<file path="src/cwg_pkg.sv">
`default_nettype none
package cwg_pkg;
    // Register byte offsets on the bus
    localparam logic [11:0] CWG_OFS_CON0 = 12'h000;
    localparam logic [11:0] CWG_OFS_CON1 = 12'h004;
    localparam logic [11:0] CWG_OFS_CON2 = 12'h008;
    localparam logic [11:0] CWG_OFS_DBR = 12'h00C;
    localparam logic [11:0] CWG_OFS_DBF = 12'h010;

    // enable_polarity_clock_control fields
    localparam int CWG_C0_EN = 7;
    localparam int CWG_C0_OEB = 6;
    localparam int CWG_C0_OEA = 5;
    localparam int CWG_C0_POLB = 4;
    localparam int CWG_C0_POLA = 3;
    localparam int CWG_C0_CS = 0;
    localparam logic [7:0] CWG_C0_MASK = 8'hF9;
    localparam logic [7:0] CWG_C0_RST = 8'h00;

    // source_and_override_control fields
    localparam int CWG_C1_OVB_LO = 6;
    localparam int CWG_C1_OVA_LO = 4;
    localparam int CWG_C1_SRC_LO = 0;
    localparam logic [2:0] CWG_C1_SRC_RST = 3'h0;

    // shutdown_control_status fields
    localparam int CWG_C2_STAT = 7;
    localparam int CWG_C2_ARS = 6;
    localparam int CWG_C2_FLT = 1;
    localparam int CWG_C2_LC2 = 0;
    localparam logic [7:0] CWG_C2_RST = 8'h00;

    // Dead-band counters
    localparam int CWG_DB_W = 6;
    localparam logic [5:0] CWG_DB_RST = 6'h00;

    typedef enum logic [1:0] {
        CWG_OV_INACTIVE = 2'h0,
        CWG_OV_TRISTATE = 2'h1,
        CWG_OV_LOW = 2'h2,
        CWG_OV_HIGH = 2'h3
    } cwg_override_t;

    typedef enum logic [2:0] {
        CWG_SRC_RSV0 = 3'h0,
        CWG_SRC_RSV1 = 3'h1,
        CWG_SRC_PWM1 = 3'h2,
        CWG_SRC_PWM2 = 3'h3,
        CWG_SRC_PWM3 = 3'h4,
        CWG_SRC_PWM4 = 3'h5,
        CWG_SRC_OSC = 3'h6,
        CWG_SRC_LC1 = 3'h7
    } cwg_source_t;
endpackage
`default_nettype wire
</file>
<file path="src/cwg_dly_if.sv">
`timescale 1ns/1ps
`default_nettype none
interface cwg_dly_if;
    import cwg_pkg::*;
    logic level_in;
    logic [CWG_DB_W-1:0] count;
    logic count_en;
    logic delayed_out;
    modport ctrl (output level_in, output count, output count_en,
        input delayed_out);
    modport dly (input level_in, input count, input count_en,
        output delayed_out);
endinterface
`default_nettype wire

</file>
<file path="src/cwg_control.sv">
`timescale 1ns/1ps
`default_nettype none
// What this block does
// - In shutdown the B override field forces B high, low, floats it, or lets it go to its source-low level, high unless polarity inverts it.
// - In shutdown the A override field does the same for pin A, except its fourth code lets A fall to its inactive level with polarity.
// - Overrides apply while shutdown status is one and until the next rising input edge after it clears, otherwise outputs follow the dead-banded waveform.
// - The source select field picks logic cell one, the oscillator or one of four pulse channels, codes 0 and 1 reserved.
// - Shutdown status reads one after a shutdown event and zero when none.
// - Auto-restart enable lets shutdown end by itself, else software must end it.
// - With the fault enable set, a low fault pin causes shutdown.
// - With the logic cell enable set, a high logic cell two output causes shutdown.
// - Rising dead-band count N delays the rising edge N to N+1 counts, upper bits read zero.
// - Falling dead-band count N delays the falling edge N to N+1 counts, upper bits read zero.
// - A falling count of zero bypasses the dead-band path.
// - Override fields are not reset, source select and bit 3 reset to zero, shutdown register resets to zero.
// - With auto-restart the status clears once sources go quiet, overrides hold until the next rising input edge.
// - Writing one to status forces shutdown, clearing by software only works with all sources quiet.
// - Shutdown sources are level sensitive and hold the status while active and enabled.
module cwg_control (
    input wire logic clock, // 40 MHz system clock
    input wire logic rstn, // Async reset, active low
    input wire logic psel, // APB select
    input wire logic penable, // APB access phase
    input wire logic pwrite, // APB write
    input wire logic [11:0] paddr, // APB byte address
    input wire logic [31:0] pwdata, // APB write data
    output logic [31:0] prdata, // APB read data
    output logic pready, // APB ready
    output logic pslverr, // APB error on unmapped address
    input wire logic pulse_channel_one_output, // Pulse channel 1
    input wire logic pulse_channel_two_output, // Pulse channel 2
    input wire logic pulse_channel_three_output, // Pulse channel 3
    input wire logic pulse_channel_four_output, // Pulse channel 4
    input wire logic oscillator_source_output, // Oscillator output
    input wire logic logic_cell_one_output, // Logic cell 1 output
    input wire logic logic_cell_two_output, // Logic cell 2 output
    input wire logic fault_input_pin, // Fault pin, active low
    input wire logic internal_fast_oscillator, // Fast osc tick enable
    output logic output_a_pin, // Pin A level
    output logic output_a_oe, // Pin A driven when high
    output logic output_b_pin, // Pin B level
    output logic output_b_oe // Pin B driven when high
);
    import cwg_pkg::*;

    function automatic logic [1:0] pin_drive(
        input logic [1:0] ov,
        input logic active,
        input logic path,
        input logic inv,
        input logic oe_bit
    );
        logic [1:0] r;
        r = {oe_bit, path ^ inv};
        if (active)
        begin
            unique case (ov)
                CWG_OV_HIGH: r = {oe_bit, 1'b1};
                CWG_OV_LOW: r = {oe_bit, 1'b0};
                CWG_OV_TRISTATE: r = {1'b0, 1'b0};
                CWG_OV_INACTIVE: r = {oe_bit, path ^ inv};
            endcase
        end
        return r;
    endfunction

    // Register address match, shared by every register
    function automatic logic reg_hit(
        input logic [11:0] addr,
        input logic [11:0] ofs
    );
        return addr == ofs;
    endfunction

    // Dead-band count readback, upper bits read zero
    function automatic logic [7:0] db_byte(
        input logic [CWG_DB_W-1:0] n
    );
        return {2'h0, n};
    endfunction

    // Register storage
    logic [7:0] ctrl0;
    logic [1:0] ov_b;
    logic [1:0] ov_a;
    logic [2:0] src_sel;
    logic shutdown_status;
    logic auto_restart_en;
    logic fault_pin_shutdown_en;
    logic logic_cell_shutdown_en;
    logic [CWG_DB_W-1:0] rise_delay_count;
    logic [CWG_DB_W-1:0] fall_delay_count;

    // Run state
    logic override_hold;
    logic src_q;
    logic [1:0] next_a;
    logic [1:0] next_b;

    // APB decode
    wire logic setup_ph = psel && !penable;
    wire logic access_ph = psel && penable;
    wire logic hit_c0 = reg_hit(paddr, CWG_OFS_CON0);
    wire logic hit_c1 = reg_hit(paddr, CWG_OFS_CON1);
    wire logic hit_c2 = reg_hit(paddr, CWG_OFS_CON2);
    wire logic hit_dbr = reg_hit(paddr, CWG_OFS_DBR);
    wire logic hit_dbf = reg_hit(paddr, CWG_OFS_DBF);
    wire logic hit_any = hit_c0 || hit_c1 || hit_c2 || hit_dbr || hit_dbf;
    wire logic wr_ok = access_ph && pwrite && hit_any;
    wire logic [7:0] wbyte = pwdata[7:0];

    wire logic [7:0] rd_c1 = {ov_b, ov_a, 1'b0, src_sel};
    wire logic [7:0] rd_c2 = {shutdown_status, auto_restart_en, 4'h0,
        fault_pin_shutdown_en, logic_cell_shutdown_en};
    wire logic [7:0] rd_byte =
        hit_c0 ? (ctrl0 & CWG_C0_MASK) :
        hit_c1 ? rd_c1 :
        hit_c2 ? rd_c2 :
        hit_dbr ? db_byte(rise_delay_count) :
        hit_dbf ? db_byte(fall_delay_count) :
        8'h00;

    assign pready = 1'b1;

    // Read data and error are captured in the setup phase
    always_ff @(posedge clock or negedge rstn)
    begin
        if (!rstn)
        begin
            prdata <= 32'h0000_0000;
            pslverr <= 1'b0;
        end
        else if (setup_ph)
        begin
            prdata <= {24'h00_0000, rd_byte};
            pslverr <= !hit_any;
        end
    end

    // Control register 0
    always_ff @(posedge clock or negedge rstn)
    begin
        if (!rstn)
            ctrl0 <= CWG_C0_RST;
        else if (wr_ok && hit_c0)
            ctrl0 <= wbyte & CWG_C0_MASK;
    end

    wire logic module_enable = ctrl0[CWG_C0_EN];
    wire logic output_a_invert = ctrl0[CWG_C0_POLA];
    wire logic output_b_invert = ctrl0[CWG_C0_POLB];
    wire logic clock_source_sel = ctrl0[CWG_C0_CS];

    // Override fields keep their value across reset
    always_ff @(posedge clock)
    begin
        if (wr_ok && hit_c1)
        begin
            ov_b <= wbyte[CWG_C1_OVB_LO +: 2];
            ov_a <= wbyte[CWG_C1_OVA_LO +: 2];
        end
    end

    always_ff @(posedge clock or negedge rstn)
    begin
        if (!rstn)
            src_sel <= CWG_C1_SRC_RST;
        else if (wr_ok && hit_c1)
            src_sel <= wbyte[CWG_C1_SRC_LO +: 3];
    end

    // Shutdown sources, level sensitive
    wire logic fault_act = fault_pin_shutdown_en && !fault_input_pin;
    wire logic lc_act = logic_cell_shutdown_en
        && logic_cell_two_output;
    wire logic src_act = fault_act || lc_act;
    wire logic c2_wr = wr_ok && hit_c2;
    wire logic sw_set = c2_wr && wbyte[CWG_C2_STAT];
    wire logic sw_clr = c2_wr && !wbyte[CWG_C2_STAT] && !src_act;
    wire logic auto_clr = auto_restart_en && !src_act;

    always_ff @(posedge clock or negedge rstn)
    begin
        if (!rstn)
        begin
            auto_restart_en <= CWG_C2_RST[CWG_C2_ARS];
            fault_pin_shutdown_en <= CWG_C2_RST[CWG_C2_FLT];
            logic_cell_shutdown_en <= CWG_C2_RST[CWG_C2_LC2];
        end
        else if (c2_wr)
        begin
            auto_restart_en <= wbyte[CWG_C2_ARS];
            fault_pin_shutdown_en <= wbyte[CWG_C2_FLT];
            logic_cell_shutdown_en <= wbyte[CWG_C2_LC2];
        end
    end

    // Setting always wins over any clear
    always_ff @(posedge clock or negedge rstn)
    begin
        if (!rstn)
            shutdown_status <= CWG_C2_RST[CWG_C2_STAT];
        else if (src_act || sw_set)
            shutdown_status <= 1'b1;
        else if (sw_clr || auto_clr)
            shutdown_status <= 1'b0;
    end

    // Dead-band registers
    always_ff @(posedge clock or negedge rstn)
    begin
        if (!rstn)
        begin
            rise_delay_count <= CWG_DB_RST;
            fall_delay_count <= CWG_DB_RST;
        end
        else if (wr_ok && hit_dbr)
            rise_delay_count <= wbyte[CWG_DB_W-1:0];
        else if (wr_ok && hit_dbf)
            fall_delay_count <= wbyte[CWG_DB_W-1:0];
    end

    // Modulation source select
    logic src_raw;
    always_comb
    begin
        unique case (cwg_source_t'(src_sel))
            CWG_SRC_LC1: src_raw = logic_cell_one_output;
            CWG_SRC_OSC: src_raw = oscillator_source_output;
            CWG_SRC_PWM4: src_raw = pulse_channel_four_output;
            CWG_SRC_PWM3: src_raw = pulse_channel_three_output;
            CWG_SRC_PWM2: src_raw = pulse_channel_two_output;
            CWG_SRC_PWM1: src_raw = pulse_channel_one_output;
            CWG_SRC_RSV1: src_raw = 1'b0;
            CWG_SRC_RSV0: src_raw = 1'b0;
        endcase
    end

    wire logic src_in = module_enable && src_raw;
    wire logic src_rise = src_in && !src_q;
    wire logic ov_active = shutdown_status || override_hold;

    // Overrides persist after clearing until a rising input edge
    always_ff @(posedge clock or negedge rstn)
    begin
        if (!rstn)
        begin
            src_q <= 1'b0;
            override_hold <= 1'b0;
        end
        else
        begin
            src_q <= src_in;
            if (shutdown_status)
                override_hold <= 1'b1;
            else if (src_rise)
                override_hold <= 1'b0;
        end
    end

    // Dead-band paths; waveform held low while overridden
    wire logic wave = src_in && !ov_active;
    wire logic count_en = clock_source_sel ? internal_fast_oscillator : 1'b1;

    cwg_dly_if rise_if ();
    cwg_dly_if fall_if ();

    assign rise_if.level_in = wave;
    assign rise_if.count = rise_delay_count;
    assign rise_if.count_en = count_en;
    assign fall_if.level_in = module_enable && !wave;
    assign fall_if.count = fall_delay_count;
    assign fall_if.count_en = count_en;

    cwg_dead_band u_rise (
        .clock(clock),
        .rstn(rstn),
        .dl(rise_if.dly)
    );

    cwg_dead_band u_fall (
        .clock(clock),
        .rstn(rstn),
        .dl(fall_if.dly)
    );

    // Pin level and enable per override field
    assign next_a = pin_drive(ov_a, ov_active, rise_if.delayed_out,
        output_a_invert, ctrl0[CWG_C0_OEA] && module_enable);
    assign next_b = pin_drive(ov_b, ov_active, fall_if.delayed_out,
        output_b_invert, ctrl0[CWG_C0_OEB] && module_enable);

    always_ff @(posedge clock or negedge rstn)
    begin
        if (!rstn)
        begin
            output_a_pin <= 1'b0;
            output_a_oe <= 1'b0;
            output_b_pin <= 1'b0;
            output_b_oe <= 1'b0;
        end
        else
        begin
            output_a_pin <= next_a[0];
            output_a_oe <= next_a[1];
            output_b_pin <= next_b[0];
            output_b_oe <= next_b[1];
        end
    end
endmodule
`default_nettype wire

</file>
<file path="src/cwg_dead_band.sv">
`timescale 1ns/1ps
`default_nettype none
module cwg_dead_band (
    input wire logic clock, // System clock
    input wire logic rstn, // Async reset, active low
    cwg_dly_if.dly dl // Level in, count, delayed level out
);
    import cwg_pkg::*;

    logic [CWG_DB_W-1:0] cnt;
    logic out_q;
    wire logic bypass = (dl.count == '0);
    wire logic done = (cnt == dl.count);

    assign dl.delayed_out = out_q;

    // Assertion of the level is delayed, release is immediate
    always_ff @(posedge clock or negedge rstn)
    begin
        if (!rstn)
        begin
            cnt <= '0;
            out_q <= 1'b0;
        end
        else if (!dl.level_in)
        begin
            cnt <= '0;
            out_q <= 1'b0;
        end
        else if (bypass)
            out_q <= 1'b1;
        else if (!out_q && dl.count_en)
        begin
            if (done)
                out_q <= 1'b1;
            else
                cnt <= cnt + 1'b1;
        end
    end
endmodule
`default_nettype wire

</file>
<file path="config.mk">
export PLATFORM = sky130hd
export DESIGN_NAME = cwg_control
export DESIGN_NICKNAME = d
export VERILOG_FILES = /design/src/cwg_pkg.sv /design/src/cwg_dly_if.sv /design/src/cwg_control.sv /design/src/cwg_dead_band.sv
export SDC_FILE = /design/constraint.sdc
export NUM_CORES = 1
export LEC_CHECK = 0
export BUFFER_PORTS_ARGS = -buffer_cell sky130_fd_sc_hd__buf_2
export CORE_ASPECT_RATIO = 0.7
export CORE_MARGIN = 2
export CORE_UTILIZATION = 47
export CTS_BUF_LIST = sky130_fd_sc_hd__clkbuf_8
export DETAILED_ROUTE_END_ITERATION = 10
export PLACE_DENSITY = 0.77
export SLEW_MARGIN = 25
export SYNTH_ARGS = -nofsm -noshare
export SYNTH_HDL_FRONTEND = slang
export SYNTH_SLANG_ARGS = --single-unit
</file>
<file path="constraint.sdc">
create_clock -name clock -period 1.45 [get_ports clock]
set_input_delay 0.2175 -clock clock [delete_from_list [all_inputs] [get_ports clock]]
set_output_delay 0.2175 -clock clock [all_outputs]
set_load 0.005 [all_outputs]
</file>
==> impl_metrics.py, run 1 <==
metrics = {
    "place": {
        "placed_cells": 491,
        "place_ws_ns": -0.381,
        "place_hpwl_mm": 6.20,
        "routabilityCongestion": 0.903,
        "io_buffers": 46,
    },
    "floorplanning": {
        "die_area_um2": 7400,
        "die_x_um": 102,
        "ios": 96,
        "die_y_um": 72.6,
        "num_rows": 24,
        "start_util_pct": 49.6,
        "core_um2": 6370,
    },
    "synthesis": {
        "synth_area_um2": 3160,
        "synth_ff_type": "dfrtp_1",
        "yosysSeqAreaShare_pct": 46.6,
        "synth_cell_types": 48,
        "synth-edff-count": 4,
        "syn_inst": 305,
        "synthArstFlopShare_pct": 93.1,
        "ys_seq_elements": 58,
        "avgSynthCellArea_um2": 10.4,
        "synth_warnings": 0,
    },
    "layout": {
        "syn2layout_area_growth_pct": 38.7,
        "final_cell_mix": "buf_4, buf_2, dfrtp_1",
        "finish.net_count": 487,
        "postLayoutCoreUtil_pct": 68.8,
        "layout-drive-gt1-share_pct": 47.7,
        "final_common_cell": "buf_4",
        "fin_cells": 523,
        "diodes": 0,
    },
    "status": {
        "run_status": "finished with violations",
        "violations": "setup timing",
    },
    "setup_path": {
        "cp_slowest_stage_delay_ns": 0.46,
        "worstPathCellList": "xnor2_2 -> nand4_1 -> buf_4 -> o21ai_4 -> or3_4 -> a21oi_2",
        "endpoint_kind": "register",
        "cp_max_fo": 5,
        "crit_required_ns": 1.73,
        "slowest_stage": "dfrtp_2",
        "start_kind": "register",
        "crit_buf_inv": 1,
        "cp_top_family": "simple AND/OR/NAND/NOR gates",
        "arrival_ns": 1.89,
        "critPathKind": "register to register",
    },
    "grt": {
        "grt_pass1_wl_mm": 13.4,
        "grt_max_degree": 29,
        "antenna_found_initial": 0,
        "grt_pass1_vias": 2771,
        "grt-ovfl-total": 0,
        "grt_usage_pct": 24.0,
    },
    "power_and_ir_drop": {
        "p_sw_share_pct": 25.4,
        "power_mw": 3.38,
        "pwr-share-clk_pct": 44.1,
        "p_leak_nw": 2.12,
        "power_frac_comb_pct": 7.5,
        "cellPowerDensity_nw_per_um2": 771,
        "power_switching_mw": 0.858,
        "peakVddDrop_mv": 0.513,
        "p_seq_share_pct": 48.4,
        "p_int_mw": 2.52,
    },
    "clock_tree": {
        "cts_buffer_depth": 2,
        "cts_tree": "done",
        "cts_root_buffer": "clkbuf_8",
        "cts_buffers": 9,
        "clk_pin_slew_worst_paths_ns": 0.08,
        "clock_sinks": 58,
        "clk_latency_ns": 0.35,
        "h-tree-depth": 3,
    },
    "drt": {
        "viasPerCell": 5.26,
        "drt-initial-drc-count": 152,
        "first_pass_iters": 4,
        "via_count": 2751,
        "ant_nets": 0,
        "wirelength_mm": 8.58,
        "post_drt_wl_per_cell_um": 16.4,
        "route.detailed.drc": 0,
    },
    "sta": {
        "whs_ns": 0.0846,
        "setup-violations-final": 12,
        "fin_crit_ns": 1.61,
        "clock_skew_ns": 0.0115,
        "setup_slack_ns": -0.162,
        "finalMaxSlewViolations": 0,
        "hold_viol": 0,
        "period_share_pct": 111,
        "rsz0062_at_grt": "true",
        "fmax_ghz": 0.620,
    },
    "job": {
        "drv_cap": 0,
    },
    "min_path": {
        "min_path_type": "input port to register",
    },
}
## routing by layer
metal | GRT usage (%) | vias up | routed length (um)
met5 | 0 | - | 0
met4 | 6.22 | 0 | 64
met3 | 6.99 | 7 | 628
met2 | 37.1 | 104 | 3980
met1 | 33.5 | 1355 | 3900
li1 | - | 1285 | -
## power by group through the flow
stage               Combinational [mW]  Clock [mW]  Sequential, mW
finish                           0.253        1.49            1.64
CTS                              0.243        1.50            1.64
global placement                 0.230           0            1.67
global route                     0.277        1.58            1.64
detailed placement               0.236           0            1.67
floorplan                        0.135           0            1.67
## kinds of logic (layout without fill, tap and decap cells)
logic type	count (synthesis)	in the layout	synth area share (%)
compound gates	61	62	12.5
xor+xnor	18	18	4.99
fa+ha+maj	2	2	0.792
buf+inv	41	144	8.00
flops	58	58	46.6
mux	31	31	10.8
other cells	2	25	0.238
simple gates	92	92	16.2
## state kept, by name, indices dropped and copies added, names as in the netlist, 2 cells and up
name / count
fall_delay_count: 6
u_rise.cnt: 6
ctrl0: 6
src_sel: 3
u_fall.cnt: 6
rise_delay_count: 6
ov_b: 2
ov_a: 2
prdata: 8
## cell type report
type                    instances  area [um2]
fillers                       476        1980
well taps                      91         114
clock buffers                   9         124
repair buffers                120         808
multi-input cells             230        1750
flip-flops and latches         58        1480
inverters                       8        30.0
clock inverters                 7        70.1
## metrics by stage
step                setup TNS [ns]  instance area, um2
global placement             -7.84                3900
finish                       -1.08                4380
detailed placement          -10.21                3900
global route                 -2.09                4380
CTS                         -0.664                4260
floorplan                    -3.09                3330
## path summary, 6_finish.rpt
| check | cells past startpoint | slack, ns | from | end |
|---|---|---|---|---|
| worst max register to register | 6 | -0.16 | fall_delay_count[3] | u_fall.cnt[3] |
| worst min-delay path | 1 | 0.08 | pwdata[7] | ov_b[1] |
| min in group asynchronous | 3 | 0.42 | rstn | pslverr |
| max in group asynchronous | 3 | 0.71 | rstn | rise_delay_count[2] |
| worst min register to register | 2 | 0.49 | prdata[6] | prdata[6] |
| worst max-delay path | 6 | -0.16 | fall_delay_count[3] | u_fall.cnt[3] |
## synthesized netlist by cell type, types with 4 or more instances
library cell	n	area, um2
xor2_1	6	52.6
edfxtp_1	4	120
o21ai_0	14	70.1
o31ai_1	4	30.0
nand3_1	8	40.0
buf_4	25	188
nand2_1	27	101
mux2_2	24	270
nor4_1	4	25.0
or3_1	9	56.3
dfrtp_1	54	1350
nor2b_1	4	25.0
a21oi_1	15	75.1
nor2_1	20	75.1
a22oi_1	6	45.0
mux2i_1	7	70.1
inv_1	8	30.0
xnor2_1	12	105
clkbuf_1	4	15.0
## timing repair
action	in CTS	in global routing
setup buffers	9	5
pin swaps	20	26
setup endpoints to repair	19	31
hold buffers	1	0
gates cloned	1	0
endpoints found under the hold margin	54	0
resized for setup	18	22
Power figures use the tool's default switching activity.
==> run 2: changes to the inputs <==
--- a/config.mk
+++ b/config.mk
@@ -8,10 +8,10 @@
 export BUFFER_PORTS_ARGS = -buffer_cell sky130_fd_sc_hd__buf_2
 export CORE_ASPECT_RATIO = 0.7
 export CORE_MARGIN = 2
-export CORE_UTILIZATION = 47
+export CORE_UTILIZATION = 36
 export CTS_BUF_LIST = sky130_fd_sc_hd__clkbuf_8
 export DETAILED_ROUTE_END_ITERATION = 10
-export PLACE_DENSITY = 0.77
+export REMOVE_ABC_BUFFERS = 1
 export SLEW_MARGIN = 25
 export SYNTH_ARGS = -nofsm -noshare
 export SYNTH_HDL_FRONTEND = slang
==> impl_metrics.py, run 2 (same netlist as run 1, synthesis figures left out) <==
metrics = {
    "floorplanning": {
        "die_area_um2": 9550,
        "die_x_um": 116,
        "die_y_um": 82.4,
        "num_rows": 28,
        "start_util_pct": 37.3,
        "ios": 96,
        "core_um2": 8480,
    },
    "clock_tree": {
        "cts_buffers": 9,
        "clk_latency_ns": 0.35,
        "clk_pin_slew_worst_paths_ns": 0.07,
        "cts_buffer_depth": 2,
        "cts_tree": "done",
        "cts_root_buffer": "clkbuf_8",
        "h-tree-depth": 3,
        "clock_sinks": 58,
    },
    "sta": {
        "whs_ns": 0.0795,
        "setup_slack_ns": -0.175,
        "hold_viol": 0,
        "fmax_ghz": 0.615,
        "rsz0062_at_grt": "true",
        "fin_crit_ns": 1.63,
        "setup-violations-final": 13,
        "finalMaxSlewViolations": 0,
        "period_share_pct": 112,
        "clock_skew_ns": 0.0122,
        "finalSetupTns_ns": -1.08,
    },
    "layout": {
        "fill_cells": 780,
        "layout-drive-gt1-share_pct": 44.8,
        "final_cell_mix": "buf_4, dfrtp_1, buf_2",
        "largest_reg_flops": 8,
        "final_common_cell": "buf_4",
        "syn2layout_area_growth_pct": 38.2,
        "regMostFlops": "prdata",
        "final_area_um2": 4370,
        "diodes": 0,
        "finish.net_count": 481,
    },
    "setup_path": {
        "cp_slowest_stage_delay_ns": 0.42,
        "arrival_ns": 1.90,
        "worstPathCellList": "buf_6 -> xnor2_2 -> nand4_1 -> o21ai_1 -> buf_4 -> or3_1 -> a21oi_1",
        "crit_required_ns": 1.72,
        "critPathKind": "register to register",
        "crit_buf_inv": 2,
        "endpoint_kind": "register",
        "timing.rr.start": "rise_delay_count[4]",
        "regToRegSetupSlack_ns": -0.18,
        "slowest_stage": "dfrtp_1",
        "start_kind": "register",
        "cp_max_fo": 6,
        "reg2reg_depth": 7,
        "r2r-end": "u_rise.cnt[5]",
        "cp_top_family": "simple AND/OR/NAND/NOR gates",
    },
    "power_and_ir_drop": {
        "p_leak_nw": 2.11,
        "power_mw": 3.54,
        "p_int_mw": 2.74,
        "pwr-share-clk_pct": 47.2,
        "power_frac_comb_pct": 6.5,
        "p_seq_share_pct": 46.3,
        "p_sw_share_pct": 22.4,
        "power_switching_mw": 0.792,
        "peakVddDrop_mv": 0.429,
        "cellPowerDensity_nw_per_um2": 810,
    },
    "status": {
        "violations": "setup timing",
        "run_status": "finished with violations",
    },
    "drt": {
        "route.detailed.drc": 0,
        "wirelength_mm": 8.36,
        "ant_nets": 0,
        "via_count": 2668,
        "drt-initial-drc-count": 170,
        "viasPerCell": 4.89,
        "first_pass_iters": 4,
        "post_drt_wl_per_cell_um": 15.3,
    },
    "place": {
        "placed_cell_area_um2": 3840,
        "routabilityCongestion": 0.826,
        "place_hpwl_mm": 6.01,
        "io_buffers": 46,
    },
    "grt": {
        "antenna_found_initial": 0,
        "grt_max_degree": 55,
        "grt_usage_pct": 18.5,
        "grt-ovfl-total": 0,
        "grt_pass1_wl_mm": 13.2,
        "grt_pass1_vias": 2508,
    },
    "min_path": {
        "min_path_type": "input port to register",
        "holdPathEnd": "ov_b[0]",
        "min_path_cells": 1,
        "min-delay-start": "pwdata[6]",
    },
    "job": {
        "drv_cap": 0,
    },
}
-- run 2: cell types whose count changed in the layout (fill, tap and decap cells not counted), sizes merged --
cell / change
clkbuf: +5
clkinv: -5
clkinvlp: -1
inv: +1
buf: -6
-- run 2: timing repair --
| item | 4_1_cts | 5_1_grt |
|---|---|---|
| pin swaps | 16 | 22 |
| hold endpoints to repair | 54 | 0 |
| setup buffers | 7 | 4 |
| gates cloned | 1 | 0 |
| hold buffers | 1 | 0 |
| setup endpoints to repair | 14 | 21 |
| gates resized for setup | 20 | 26 |
-- run 2: stage by stage --
step	cells	setup slack (ns)	util, %
after floorplan	295	-0.199	-
after global placement	518	-0.270	45.3
after detailed placement	518	-0.276	45.3
after CTS	542	-0.136	49.7
after global routing	546	-0.224	51.5
final	546	-0.175	51.5
-- run 2: layer usage --
layer | up-vias | GRT usage [%] | wire (um)
met3 | 8 | 6.93 | 461
met1 | 1314 | 26.7 | 4300
met4 | 0 | 4.05 | 88
met5 | - | 0 | 0
met2 | 71 | 26.4 | 3510
li1 | 1275 | - | -
-- run 2: layout make-up --
class | count | area (um2) | area share, %
Clock buffer | 14 | 193 | 4.41
Clock inverter | 2 | 33.8 | 0.774
Inverter | 8 | 30.0 | 0.688
Multi-Input combinational cell | 230 | 1710 | 39.2
Sequential cell | 58 | 1480 | 33.8
Tap cell | 120 | 150 | 3.44
Timing Repair Buffer | 114 | 771 | 17.7
-- run 2: worst register-to-register path, delay by kind of cell (launching register included) --
family | cells | cell delay (ns)
xor gates and xnor gates | 1 | 0.13
and+or+nand+nor | 2 | 0.49
AOI/OAI and AO/OA | 2 | 0.21
buffers and inverters | 2 | 0.31
DFF | 1 | 0.42
-- run 2: power groups by stage --
stage               Sequential, mW  Combinational, mW  Clock (mW)
CTS                           1.64              0.222        1.70
finish                        1.64              0.229        1.67
global placement              1.67              0.212           0
detailed placement            1.67              0.216           0
global route                  1.64              0.254        1.80
floorplan                     1.67             0.0635           0
-- run 2: worst max path at each step --
| stage | startpoint | to | slack, ns | cells past startpoint |
|---|---|---|---|---|
| 6_report | rise_delay_count[4] | u_rise.cnt[5] | -0.18 | 7 |
| 5_1_grt | rise_delay_count[4] | u_rise.cnt[4] | -0.22 | 7 |
| 4_1_cts | rise_delay_count[5] | u_rise.cnt[4] | -0.14 | 7 |
| 3_5_place_dp | paddr[9] | ctrl0[3] | -0.28 | 6 |
| 3_3_place_gp | paddr[9] | ctrl0[4] | -0.27 | 6 |
| 2_1_floorplan | paddr[9] | fall_delay_count[0] | -0.20 | 4 |
